$ cat src/core/mbd_pkg.sv
// ============================================================
// shared constants and types
package mbd_pkg;

    // register map
    localparam logic [4:0] OFF_CTRL = 5'h00;
    localparam logic [4:0] OFF_INV = 5'h04;
    localparam logic [4:0] OFF_BITW = 5'h08;
    localparam logic [4:0] OFF_STAT = 5'h0C;
    localparam logic [4:0] OFF_MEAS = 5'h10;

    // control fields
    localparam int CTRL_TYPE_LSB = 0;
    localparam int CTRL_LSBF = 2;
    localparam int CTRL_EN = 3;
    localparam int CTRL_TERM = 4;
    localparam int CTRL_TAP_LSB = 5;
    localparam int CTRL_SRC0_LSB = 8;
    localparam int CTRL_SRC1_LSB = 10;
    localparam int CTRL_W = 12;

    // status fields
    localparam int STAT_BUSY_LSB = 0;
    localparam int STAT_OVR_LSB = 2;
    localparam int STAT_OWN_LSB = 4;

    // values after reset
    localparam logic [11:0] CTRL_RST = 12'h800;
    localparam logic [3:0] INV_RST = 4'h0;
    localparam logic [15:0] BITW_RST = 16'h0064;
    localparam logic [15:0] MEAS_RST = 16'hFFFF;

    // index of the last bit in a byte
    localparam logic [2:0] BYTE_LAST = 3'h7;

    typedef enum logic [1:0] {
        PHASE_CODE_RISING_ONE = 2'b00,
        PHASE_CODE_RISING_ZERO = 2'b01,
        DIFF_TRANSITION_IS_ONE = 2'b10,
        DIFF_TRANSITION_IS_ZERO = 2'b11
    } mbd_code_e;

    typedef enum logic [1:0] {
        TAP_HALF_DUPLEX = 2'b00,
        TAP_TWO_PAIR = 2'b01,
        TAP_SEGMENT = 2'b10
    } mbd_tap_e;

    typedef enum logic [2:0] {
        ST_IDLE = 3'b000,
        ST_FIRST = 3'b001,
        ST_RUN = 3'b010,
        ST_FLUSH = 3'b011,
        ST_CLOSE = 3'b100
    } mbd_state_e;

    typedef struct packed {
        logic seg;
        logic ferr;
        logic [7:0] data;
    } mbd_byte_s;

endpackage

$ cat src/core/mbd_buf.sv
`timescale 1ns/1ps
// ============================================================
// two-entry byte buffer
module mbd_buf (
    input wire logic clk,
    input wire logic rst,
    input wire logic in_valid,
    output logic in_ready,
    input wire mbd_pkg::mbd_byte_s in_data,
    output logic out_valid,
    input wire logic out_ready,
    output mbd_pkg::mbd_byte_s out_data
);
    mbd_pkg::mbd_byte_s mem_q [2];
    logic wp_q;
    logic rp_q;
    logic [1:0] cnt_q;
    wire push = in_valid && in_ready;
    wire pop = out_valid && out_ready;

    assign in_ready = (cnt_q != 2'h2);
    assign out_valid = (cnt_q != 2'h0);
    assign out_data = mem_q[rp_q];

    always_ff @(posedge clk or posedge rst) begin
        if (rst) begin
            wp_q <= 1'b0;
            rp_q <= 1'b0;
            cnt_q <= 2'h0;
        end else begin
            if (push) wp_q <= ~wp_q;
            if (pop) rp_q <= ~rp_q;
            if (push && !pop) cnt_q <= cnt_q + 2'h1;
            else if (pop && !push) cnt_q <= cnt_q - 2'h1;
        end
    end

    always_ff @(posedge clk) begin
        if (push) mem_q[wp_q] <= in_data;
    end
endmodule // mbd_buf

$ cat src/core/mbd_decoder.sv
`timescale 1ns/1ps
// ============================================================
// two-unit manchester decoder with register port
// Summary of operation
// rising-one code: rise is 1, fall 0
// rising-zero code: rise is 0, fall 1
// every bit has a centre transition
// differential: value from bit-start transition
// transition-is-one: transition 1; is-zero opposite
// phase codes sampled at bit centre only
// sender sets first half-bit level correctly
// frame starts on idle-to-active change
// start edge only sets starting level
// next edge is first bit centre
// differential bits resolved one bit late
// bytes of eight; partial byte flagged
// constant configured bit width, measurable
// two units share code, rate, order
// per-channel polarity inversion
// three tap arrangements supported
// segment mode forwards and tags segment
// switchable bus termination
// frame closes after silent bit time
module mbd_decoder (
    input wire logic MCLK,
    input wire logic RST,
    input wire logic [4:0] ADDR,
    input wire logic [31:0] WDATA,
    input wire logic WR,
    input wire logic RD,
    output logic [31:0] RDATA,
    input wire logic [3:0] CH_LVL,
    input wire logic [3:0] CH_ACT,
    output logic TERM_EN,
    output logic [1:0] SEG_OUT,
    output logic [1:0] SEG_OE,
    output logic [1:0] BYTE_VALID,
    input wire logic [1:0] BYTE_READY,
    output mbd_pkg::mbd_byte_s [1:0] BYTE_DATA
);
    // ========================================================
    // register port
    logic [11:0] ctrl_q;
    logic [3:0] inv_q;
    logic [15:0] bitw_q;
    logic [31:0] rdata_q;
    logic [1:0] ovr_q;
    logic [1:0] own_q;
    logic [1:0] seg_out_q;
    logic [7:0] s1_q;
    logic [7:0] s2_q;

    wire wr_ctrl = WR && (ADDR == mbd_pkg::OFF_CTRL);
    wire wr_inv = WR && (ADDR == mbd_pkg::OFF_INV);
    wire wr_bitw = WR && (ADDR == mbd_pkg::OFF_BITW);
    wire wr_stat = WR && (ADDR == mbd_pkg::OFF_STAT);
    wire wr_meas = WR && (ADDR == mbd_pkg::OFF_MEAS);

    // shared settings for both units
    wire mbd_pkg::mbd_code_e code =
        mbd_pkg::mbd_code_e'(ctrl_q[mbd_pkg::CTRL_TYPE_LSB +: 2]);
    wire lsb_first = ctrl_q[mbd_pkg::CTRL_LSBF];
    wire enable = ctrl_q[mbd_pkg::CTRL_EN];
    wire mbd_pkg::mbd_tap_e tap =
        mbd_pkg::mbd_tap_e'(ctrl_q[mbd_pkg::CTRL_TAP_LSB +: 2]);
    wire seg_mode = (tap == mbd_pkg::TAP_SEGMENT);
    wire is_diff = code[1];
    wire zero_sense = code[0];

    // tolerance windows derived from the bit width
    wire [16:0] half_w = {2'b00, bitw_q[15:1]};
    wire [16:0] quart_w = {3'b000, bitw_q[15:2]};
    wire [16:0] bnd_lim = half_w + quart_w;
    wire [16:0] tmo_lim = {1'b0, bitw_q} + quart_w;

    logic [1:0] unit_busy;
    logic [1:0] unit_act;
    logic [1:0] unit_raw;
    logic [1:0] ovr_set;
    logic [15:0] meas [2];

    wire [31:0] stat_word = {26'h0, own_q, ovr_q, unit_busy};
    wire [31:0] rd_mux =
        (ADDR == mbd_pkg::OFF_CTRL) ? {20'h0, ctrl_q} :
        (ADDR == mbd_pkg::OFF_INV) ? {28'h0, inv_q} :
        (ADDR == mbd_pkg::OFF_BITW) ? {16'h0, bitw_q} :
        (ADDR == mbd_pkg::OFF_STAT) ? stat_word :
        (ADDR == mbd_pkg::OFF_MEAS) ? {meas[1], meas[0]} : 32'h0;

    assign RDATA = rdata_q;
    assign TERM_EN = ctrl_q[mbd_pkg::CTRL_TERM];

    always_ff @(posedge MCLK or posedge RST) begin
        if (RST) begin
            ctrl_q <= mbd_pkg::CTRL_RST;
            inv_q <= mbd_pkg::INV_RST;
            bitw_q <= mbd_pkg::BITW_RST;
        end else begin
            if (wr_ctrl) ctrl_q <= WDATA[11:0];
            if (wr_inv) inv_q <= WDATA[3:0];
            if (wr_bitw) bitw_q <= WDATA[15:0];
        end
    end

    // read data stand only in the cycle after the strobe
    always_ff @(posedge MCLK or posedge RST) begin
        if (RST) rdata_q <= 32'h0;
        else rdata_q <= RD ? rd_mux : 32'h0;
    end

    // overrun is sticky; a new overrun beats a clear
    always_ff @(posedge MCLK or posedge RST) begin
        if (RST) begin
            ovr_q <= 2'h0;
        end else begin
            ovr_q <= ovr_set |
                (ovr_q & ~(wr_stat ? WDATA[3:2] : 2'h0));
        end
    end

    // ========================================================
    // pin synchronisers
    always_ff @(posedge MCLK or posedge RST) begin
        if (RST) begin
            s1_q <= 8'h00;
            s2_q <= 8'h00;
        end else begin
            s1_q <= {CH_ACT, CH_LVL};
            s2_q <= s1_q;
        end
    end

    // ========================================================
    // segment router
    // the first segment to go active owns the link until idle;
    // our own drive then blocks the far unit from decoding echo
    always_ff @(posedge MCLK or posedge RST) begin
        if (RST) begin
            own_q <= 2'h0;
        end else if (!seg_mode) begin
            own_q <= 2'h0;
        end else if (own_q == 2'h0) begin
            if (unit_act[0]) own_q <= 2'h1;
            else if (unit_act[1]) own_q <= 2'h2;
        end else if ((own_q[0] && !unit_act[0]) ||
                     (own_q[1] && !unit_act[1])) begin
            own_q <= 2'h0;
        end
    end

    always_ff @(posedge MCLK or posedge RST) begin
        if (RST) seg_out_q <= 2'h0;
        else seg_out_q <= {unit_raw[0], unit_raw[1]};
    end

    assign SEG_OUT = seg_out_q;
    assign SEG_OE = {own_q[0], own_q[1]};

    // ========================================================
    // decoding units
    for (genvar g = 0; g < 2; g++) begin : g_unit
        localparam int SRC_LSB = g ? mbd_pkg::CTRL_SRC1_LSB :
                                     mbd_pkg::CTRL_SRC0_LSB;
        mbd_pkg::mbd_state_e st_q;
        mbd_pkg::mbd_state_e st_d;
        logic [15:0] cnt_q;
        logic [15:0] ecnt_q;
        logic [15:0] meas_q;
        logic lvl_p_q;
        logic act_p_q;
        logic bnd_q;
        logic pend_q;
        logic pval_q;
        logic [7:0] sh_q;
        logic [2:0] nb_q;
        mbd_pkg::mbd_byte_s byte_w;
        logic push;
        logic in_ready;

        wire [1:0] src = ctrl_q[SRC_LSB +: 2];
        // polarity swap happens before any decoding
        wire lvl = s2_q[src] ^ inv_q[src];
        wire act = s2_q[4 + src];
        wire blocked = g ? own_q[0] : own_q[1];
        // half duplex taps one pair, other modes use both
        wire unit_on = enable && !blocked &&
            !(g == 1 && tap == mbd_pkg::TAP_HALF_DUPLEX);
        wire edge_w = (lvl != lvl_p_q);
        wire start = unit_on && act && !act_p_q;
        wire is_bnd = edge_w && ({1'b0, cnt_q} < bnd_lim);
        wire is_mid = edge_w && !is_bnd;
        wire tmo = ({1'b0, cnt_q} > tmo_lim);
        wire in_first = (st_q == mbd_pkg::ST_FIRST);
        wire in_run = (st_q == mbd_pkg::ST_RUN);
        wire in_flush = (st_q == mbd_pkg::ST_FLUSH);
        wire in_close = (st_q == mbd_pkg::ST_CLOSE);
        wire first_mid = in_first && act && edge_w;
        wire run_mid = in_run && act && !tmo && is_mid;

        // phase codes: value is the new level at the centre edge
        wire ph_ev = !is_diff && (first_mid || run_mid);
        wire ph_raw = lvl;
        // differential: pending bit emitted at next centre edge, or in flush
        wire df_ev = is_diff && pend_q &&
            (run_mid || in_flush);
        wire bit_ev = ph_ev || df_ev;
        wire bit_val = (is_diff ? pval_q : ph_raw) ^ zero_sense;
        wire [7:0] sh_nxt = lsb_first ? {bit_val, sh_q[7:1]} :
                                        {sh_q[6:0], bit_val};
        wire full_push = bit_ev && (nb_q == mbd_pkg::BYTE_LAST);
        wire part_push = in_close && (nb_q != 3'h0);

        assign push = full_push || part_push;
        assign byte_w.seg = seg_mode && (g == 1);
        assign byte_w.ferr = part_push;
        assign byte_w.data = full_push ? sh_nxt : sh_q;
        assign ovr_set[g] = push && !in_ready;
        assign unit_busy[g] = (st_q != mbd_pkg::ST_IDLE);
        assign unit_act[g] = act && unit_on;
        assign unit_raw[g] = s2_q[src];
        assign meas[g] = meas_q;

        always_comb begin
            st_d = st_q;
            case (st_q)
                mbd_pkg::ST_IDLE: begin
                    if (start) st_d = mbd_pkg::ST_FIRST;
                end
                mbd_pkg::ST_FIRST: begin
                    if (!act || tmo) st_d = mbd_pkg::ST_CLOSE;
                    else if (edge_w) st_d = mbd_pkg::ST_RUN;
                end
                mbd_pkg::ST_RUN: begin
                    if (!act || tmo || !unit_on)
                        st_d = mbd_pkg::ST_FLUSH;
                end
                mbd_pkg::ST_FLUSH: st_d = mbd_pkg::ST_CLOSE;
                mbd_pkg::ST_CLOSE: st_d = mbd_pkg::ST_IDLE;
                default: st_d = mbd_pkg::ST_IDLE;
            endcase
        end

        always_ff @(posedge MCLK or posedge RST) begin
            if (RST) begin
                st_q <= mbd_pkg::ST_IDLE;
                lvl_p_q <= 1'b0;
                act_p_q <= 1'b0;
            end else begin
                st_q <= st_d;
                lvl_p_q <= lvl;
                act_p_q <= act;
            end
        end

        // time since the last centre edge or frame start, saturating
        always_ff @(posedge MCLK or posedge RST) begin
            if (RST) cnt_q <= 16'h0;
            else if (start || first_mid || run_mid) cnt_q <= 16'h0;
            else if (cnt_q != 16'hFFFF) cnt_q <= cnt_q + 16'h1;
        end

        // transition at bit start, seen between centre edges
        always_ff @(posedge MCLK or posedge RST) begin
            if (RST) bnd_q <= 1'b0;
            else if (first_mid || run_mid) bnd_q <= 1'b0;
            else if (in_run && is_bnd) bnd_q <= 1'b1;
        end

        // start edge stands in for the first bit-start transition
        always_ff @(posedge MCLK or posedge RST) begin
            if (RST) begin
                pend_q <= 1'b0;
                pval_q <= 1'b0;
            end else if (in_close) begin
                pend_q <= 1'b0;
            end else if (first_mid) begin
                pend_q <= 1'b1;
                pval_q <= 1'b1;
            end else if (run_mid) begin
                pend_q <= 1'b1;
                pval_q <= bnd_q;
            end else if (df_ev) begin
                pend_q <= 1'b0;
            end
        end

        always_ff @(posedge MCLK or posedge RST) begin
            if (RST) begin
                sh_q <= 8'h00;
                nb_q <= 3'h0;
            end else if (in_close) begin
                sh_q <= 8'h00;
                nb_q <= 3'h0;
            end else if (bit_ev) begin
                sh_q <= sh_nxt;
                nb_q <= nb_q + 3'h1;
            end
        end

        // shortest edge spacing seen, for rate measurement
        always_ff @(posedge MCLK or posedge RST) begin
            if (RST) begin
                ecnt_q <= 16'h0;
                meas_q <= mbd_pkg::MEAS_RST;
            end else begin
                if (edge_w || start) ecnt_q <= 16'h0;
                else if (ecnt_q != 16'hFFFF) ecnt_q <= ecnt_q + 16'h1;
                if (wr_meas) meas_q <= mbd_pkg::MEAS_RST;
                else if ((in_run && edge_w) && (ecnt_q < meas_q))
                    meas_q <= ecnt_q + 16'h1;
            end
        end

        // a stall cannot halt the wire; two entries absorb it
        mbd_buf u_buf (
            .clk(MCLK),
            .rst(RST),
            .in_valid(push),
            .in_ready(in_ready),
            .in_data(byte_w),
            .out_valid(BYTE_VALID[g]),
            .out_ready(BYTE_READY[g]),
            .out_data(BYTE_DATA[g])
        );
    end

endmodule // mbd_decoder

$ cat config.mk
export PLATFORM = sky130hd
export DESIGN_NAME = mbd_decoder
export DESIGN_NICKNAME = d
export VERILOG_FILES = /design/src/core/mbd_pkg.sv /design/src/core/mbd_buf.sv /design/src/core/mbd_decoder.sv
export SDC_FILE = /design/constraint.sdc
export NUM_CORES = 1
export LEC_CHECK = 0
export BUFFER_PORTS_ARGS = -buffer_cell sky130_fd_sc_hd__buf_2
export CAP_MARGIN = 0
export CORE_MARGIN = 2
export CORE_UTILIZATION = 46
export DETAILED_ROUTE_END_ITERATION = 6
export PLACE_DENSITY = 0.64
export SYNTH_ARGS = -nofsm -noshare
export SYNTH_HDL_FRONTEND = slang
export SYNTH_SLANG_ARGS = --single-unit
$ cat constraint.sdc
create_clock -name MCLK -period 9.8 [get_ports MCLK]
set_input_delay 1.47 -clock MCLK [delete_from_list [all_inputs] [get_ports MCLK]]
set_output_delay 1.47 -clock MCLK [all_outputs]
set_load 0.03 [all_outputs]
==> out/qor.yml <==
grt:
  grt_pass1_wl_um: 60000
  grt_max_degree: 114
  grt_pass1_vias: 11500
  gr-total-overflow: 0
  gr-usage-all-layers_pct: 20.7
  grt_antenna_before_repair: 2
final_layout:
  final_common_cell: "dfrtp_1"
  regArea_mm2: 0.00689
  layout-area-overhead-vs-synth_pct: 12.7
  most-common-layout-cells: "192 x dfrtp_1, 129 x ha_1, 128 x nor2_1, 104 x nand2_1, 92 x buf_2"
  instances_no_fill: 2032
  multi_input_area_mm2: 0.00832
  final_layout_size_suffix_gt1_share_pct: 18.8
  n_fill_cell: 2955
  fin_area_mm2: 0.0177
  fin_nets: 1741
sta:
  fin_tns_setup_ns: 0
  tightest_slew_ns: 1.07
  max_freq_ghz: 0.145
  finClkSkew_ns: 0.0167
  rsz0062_at_grt: "no"
  hold_viol: 0
  final.min_clock_period_ns: 6.91
  relSlewSlack_pct: 28.5
  setup_ws_ns: 2.89
  slew_violations: 0
  setup_viol: 0
  period_share_pct: 70.5
synth:
  synth_nets: 1664
  synth-main-ff-cell: "dfrtp_1"
  yosysSeqAreaShare_pct: 43.9
  synth-seq-cells: 266
  async_flop_share_pct: 85.7
  syn_area_mm2: 0.0157
  synth.distinct_cells: 86
  synth_edf_count: 38
  yosys_warnings: 0
  synthCells: 1482
  avgSynthCellArea_um2: 10.6
power:
  power.density_mw_per_mm2: 249
  ir_drop_mv: 0.146
  p_leak_nw: 8.60
clock_tree:
  cts_max_level: 1
  postCtsSetupRepairBufs: 0
  insertion_delay_ns: 0.57
  clockBufferDepth: 3
  cts_tree: "yes"
  path_clk_slew_ns: 0.06
  holdBufCountCts: 0
  cts_sinks: 266
  root_buffer: "clkbuf_16"
  cts_made_buffers: 30
  cts_resized: 0
worst_setup_path:
  arrival_ns: 7.08
  crit_top_cell: "a21oi_1"
  cpMaxStageDelayCell: "nor2b_1"
  start_kind: "flip-flop"
  end_kind: "flip-flop"
  cpPeakStageDelay_ns: 0.78
  path_cells: "ha_1 -> a21o_1 -> a21oi_1 -> o21ai_0 -> a21oi_1 -> o21ai_0 -> a2111oi_0 -> o31ai_1 -> a21oi_1 -> xnor2_1 -> ha_1 -> nand4_1 -> or4_1 -> a21oi_1 -> o211ai_1 -> a22oi_1 -> o211a_1 -> o21a_1 -> nor2b_1"
  path_max_fanout: 10
  crit_type: "reg -> reg"
  path_buf_inv: 0
  crit_family: "compound AO/OA/AOI/OAI gates"
  r2r_slack_ns: 2.89
  cp.required_ns: 9.98
routing:
  wl_um: 36300
  num_vias: 11400
  dr.pass1.iters: 6
  routedWlPerCell_um: 17.9
  ant_nets: 0
  viasPerCell: 5.60
  drcViolationCount: 0
  drtIter0Drc: 582
placed_design:
  place_inst: 1975
  io_buffers: 92
  place_hpwl_um: 26900
  pre_cts_slack_ns: 2.94
  gp_congestion: 0.851
  dpl_cell_area_mm2: 0.0166
die:
  die_width_um: 189
  dieArea_mm2: 0.0356
  die_y_um: 189
  io_pins: 110
  row_count: 67
  core_region_area_mm2: 0.0336
  initial_utilization_pct: 46.7
hold_path:
  hold_class: "reg -> reg"
status:
  outcome: "complete, no violations"
flow_run:
  max-cap-violations: 0
==> power by group <==
part           switching (mW)  leakage [nW]  internal [mW]
Combinational           0.862          4.82          0.653
Clock                   0.463         0.543          0.780
Sequential              0.253          3.23           1.39
==> cells by family after synthesis <==
| logic type | synth area share [%] |
|---|---|
| and+or+nand+nor | 13.6 |
| AOI/OAI and AO/OA | 13.1 |
| DFF | 43.9 |
| adders and majority gates | 10.6 |
| buffers and inverters | 3.31 |
| muxes | 9.45 |
| xor gates and xnor gates | 6.00 |
| other | 0.0239 |
==> area by class of cell <==
type                    instances  share of cell area (%)
multi-input cells            1084                    47.0
diodes                          1                  0.0141
clock buffers                  43                    4.94
flip-flops and latches        266                    38.9
inverters                      76                    1.65
clock inverters                13                    1.35
well taps                     448                    3.17
repair buffers                101                    2.98
==> registers in the layout, summed over array words and instances, names as in the netlist, 4 cells and up <==
register,count
bitw_q,16
s1_q,8
RDATA,32
g_unit.meas_q,32
g_unit.ecnt_q,32
g_unit.st_q,6
g_unit.nb_q,6
inv_q,4
g_unit.sh_q,16
ctrl_q,12
g_unit.u_buf.cnt_q,4
g_unit.cnt_q,32
g_unit.u_buf.mem_q,38
s2_q,8
==> path summary, 6_finish.rpt <==
| path | startpoint | end | cells after the start |
|---|---|---|---|
| worst min-delay path | s1_q[4] | s2_q[4] | 0 |
| worst min register to register | s1_q[4] | s2_q[4] | 0 |
| min in group asynchronous | RST | g_unit[0].ecnt_q[15] | 2 |
| worst max register to register | bitw_q[2] | g_unit[1].u_buf.mem_q[0][7] | 19 |
| max in group asynchronous | RST | g_unit[1].bnd_q | 4 |
| worst max-delay path | bitw_q[2] | g_unit[1].u_buf.mem_q[0][7] | 19 |
==> synth_stat cells, drive strengths merged, types with 6 or more instances <==
cell type / instances / area (um^2)
dfrtp: 192 / 4800
ha: 129 / 1610
nor2: 129 / 487
nand2: 104 / 390
mux2: 87 / 1010
inv: 76 / 285
xor2: 53 / 464
xnor2: 52 / 455
a21oi: 51 / 255
clkbuf: 45 / 169
o21ai: 45 / 236
a21o: 38 / 285
edfxtp: 38 / 1140
nand3: 38 / 190
and3: 37 / 231
o211ai: 37 / 278
dfstp: 36 / 946
mux2i: 34 / 340
nand4: 26 / 163
and2: 16 / 100
a22oi: 15 / 113
nor2b: 13 / 81.3
nor3: 13 / 70.1
nand2b: 12 / 75.1
buf: 11 / 66.3
o211a: 11 / 110
or3: 11 / 68.8
o21a: 9 / 67.6
o31ai: 9 / 67.6
a31oi: 8 / 56.3
a2111oi: 7 / 98.8
a211oi: 7 / 62.6
and4: 7 / 61.3
a21boi: 6 / 45.0
a221oi: 6 / 58.8
mux4: 6 / 135
nor4: 6 / 43.8
==> stage by stage <==
stage / power, mW / utilization, % / hold WS, ns
2_1_floorplan: 2.76 / - / 0.331
3_3_place_gp: 3.12 / 49.3 / 0.337
3_5_place_dp: 3.17 / 49.3 / 0.336
4_1_cts: 4.44 / 52.7 / 0.348
5_1_grt: 4.71 / 52.7 / 0.360
6_report: 4.40 / 52.7 / 0.344
==> per-layer routing <==
metal  wire length, um  vias up  track usage, %
li1                  -     5528               -
met1             16800     5561            28.7
met2             17100      236            34.3
met3              1500       56            2.25
met4               914        0            5.98
met5                 0        -               0
==> worst register-to-register path: cells and delay by family, from the launching register on <==
family	cells	cell delay, ns
compound gates	13	3.69
simple gates	3	1.47
flops	1	0.62
fa+ha+maj	2	0.58
xor+xnor	1	0.14
No activity file was read; power rests on OpenSTA's default activity.
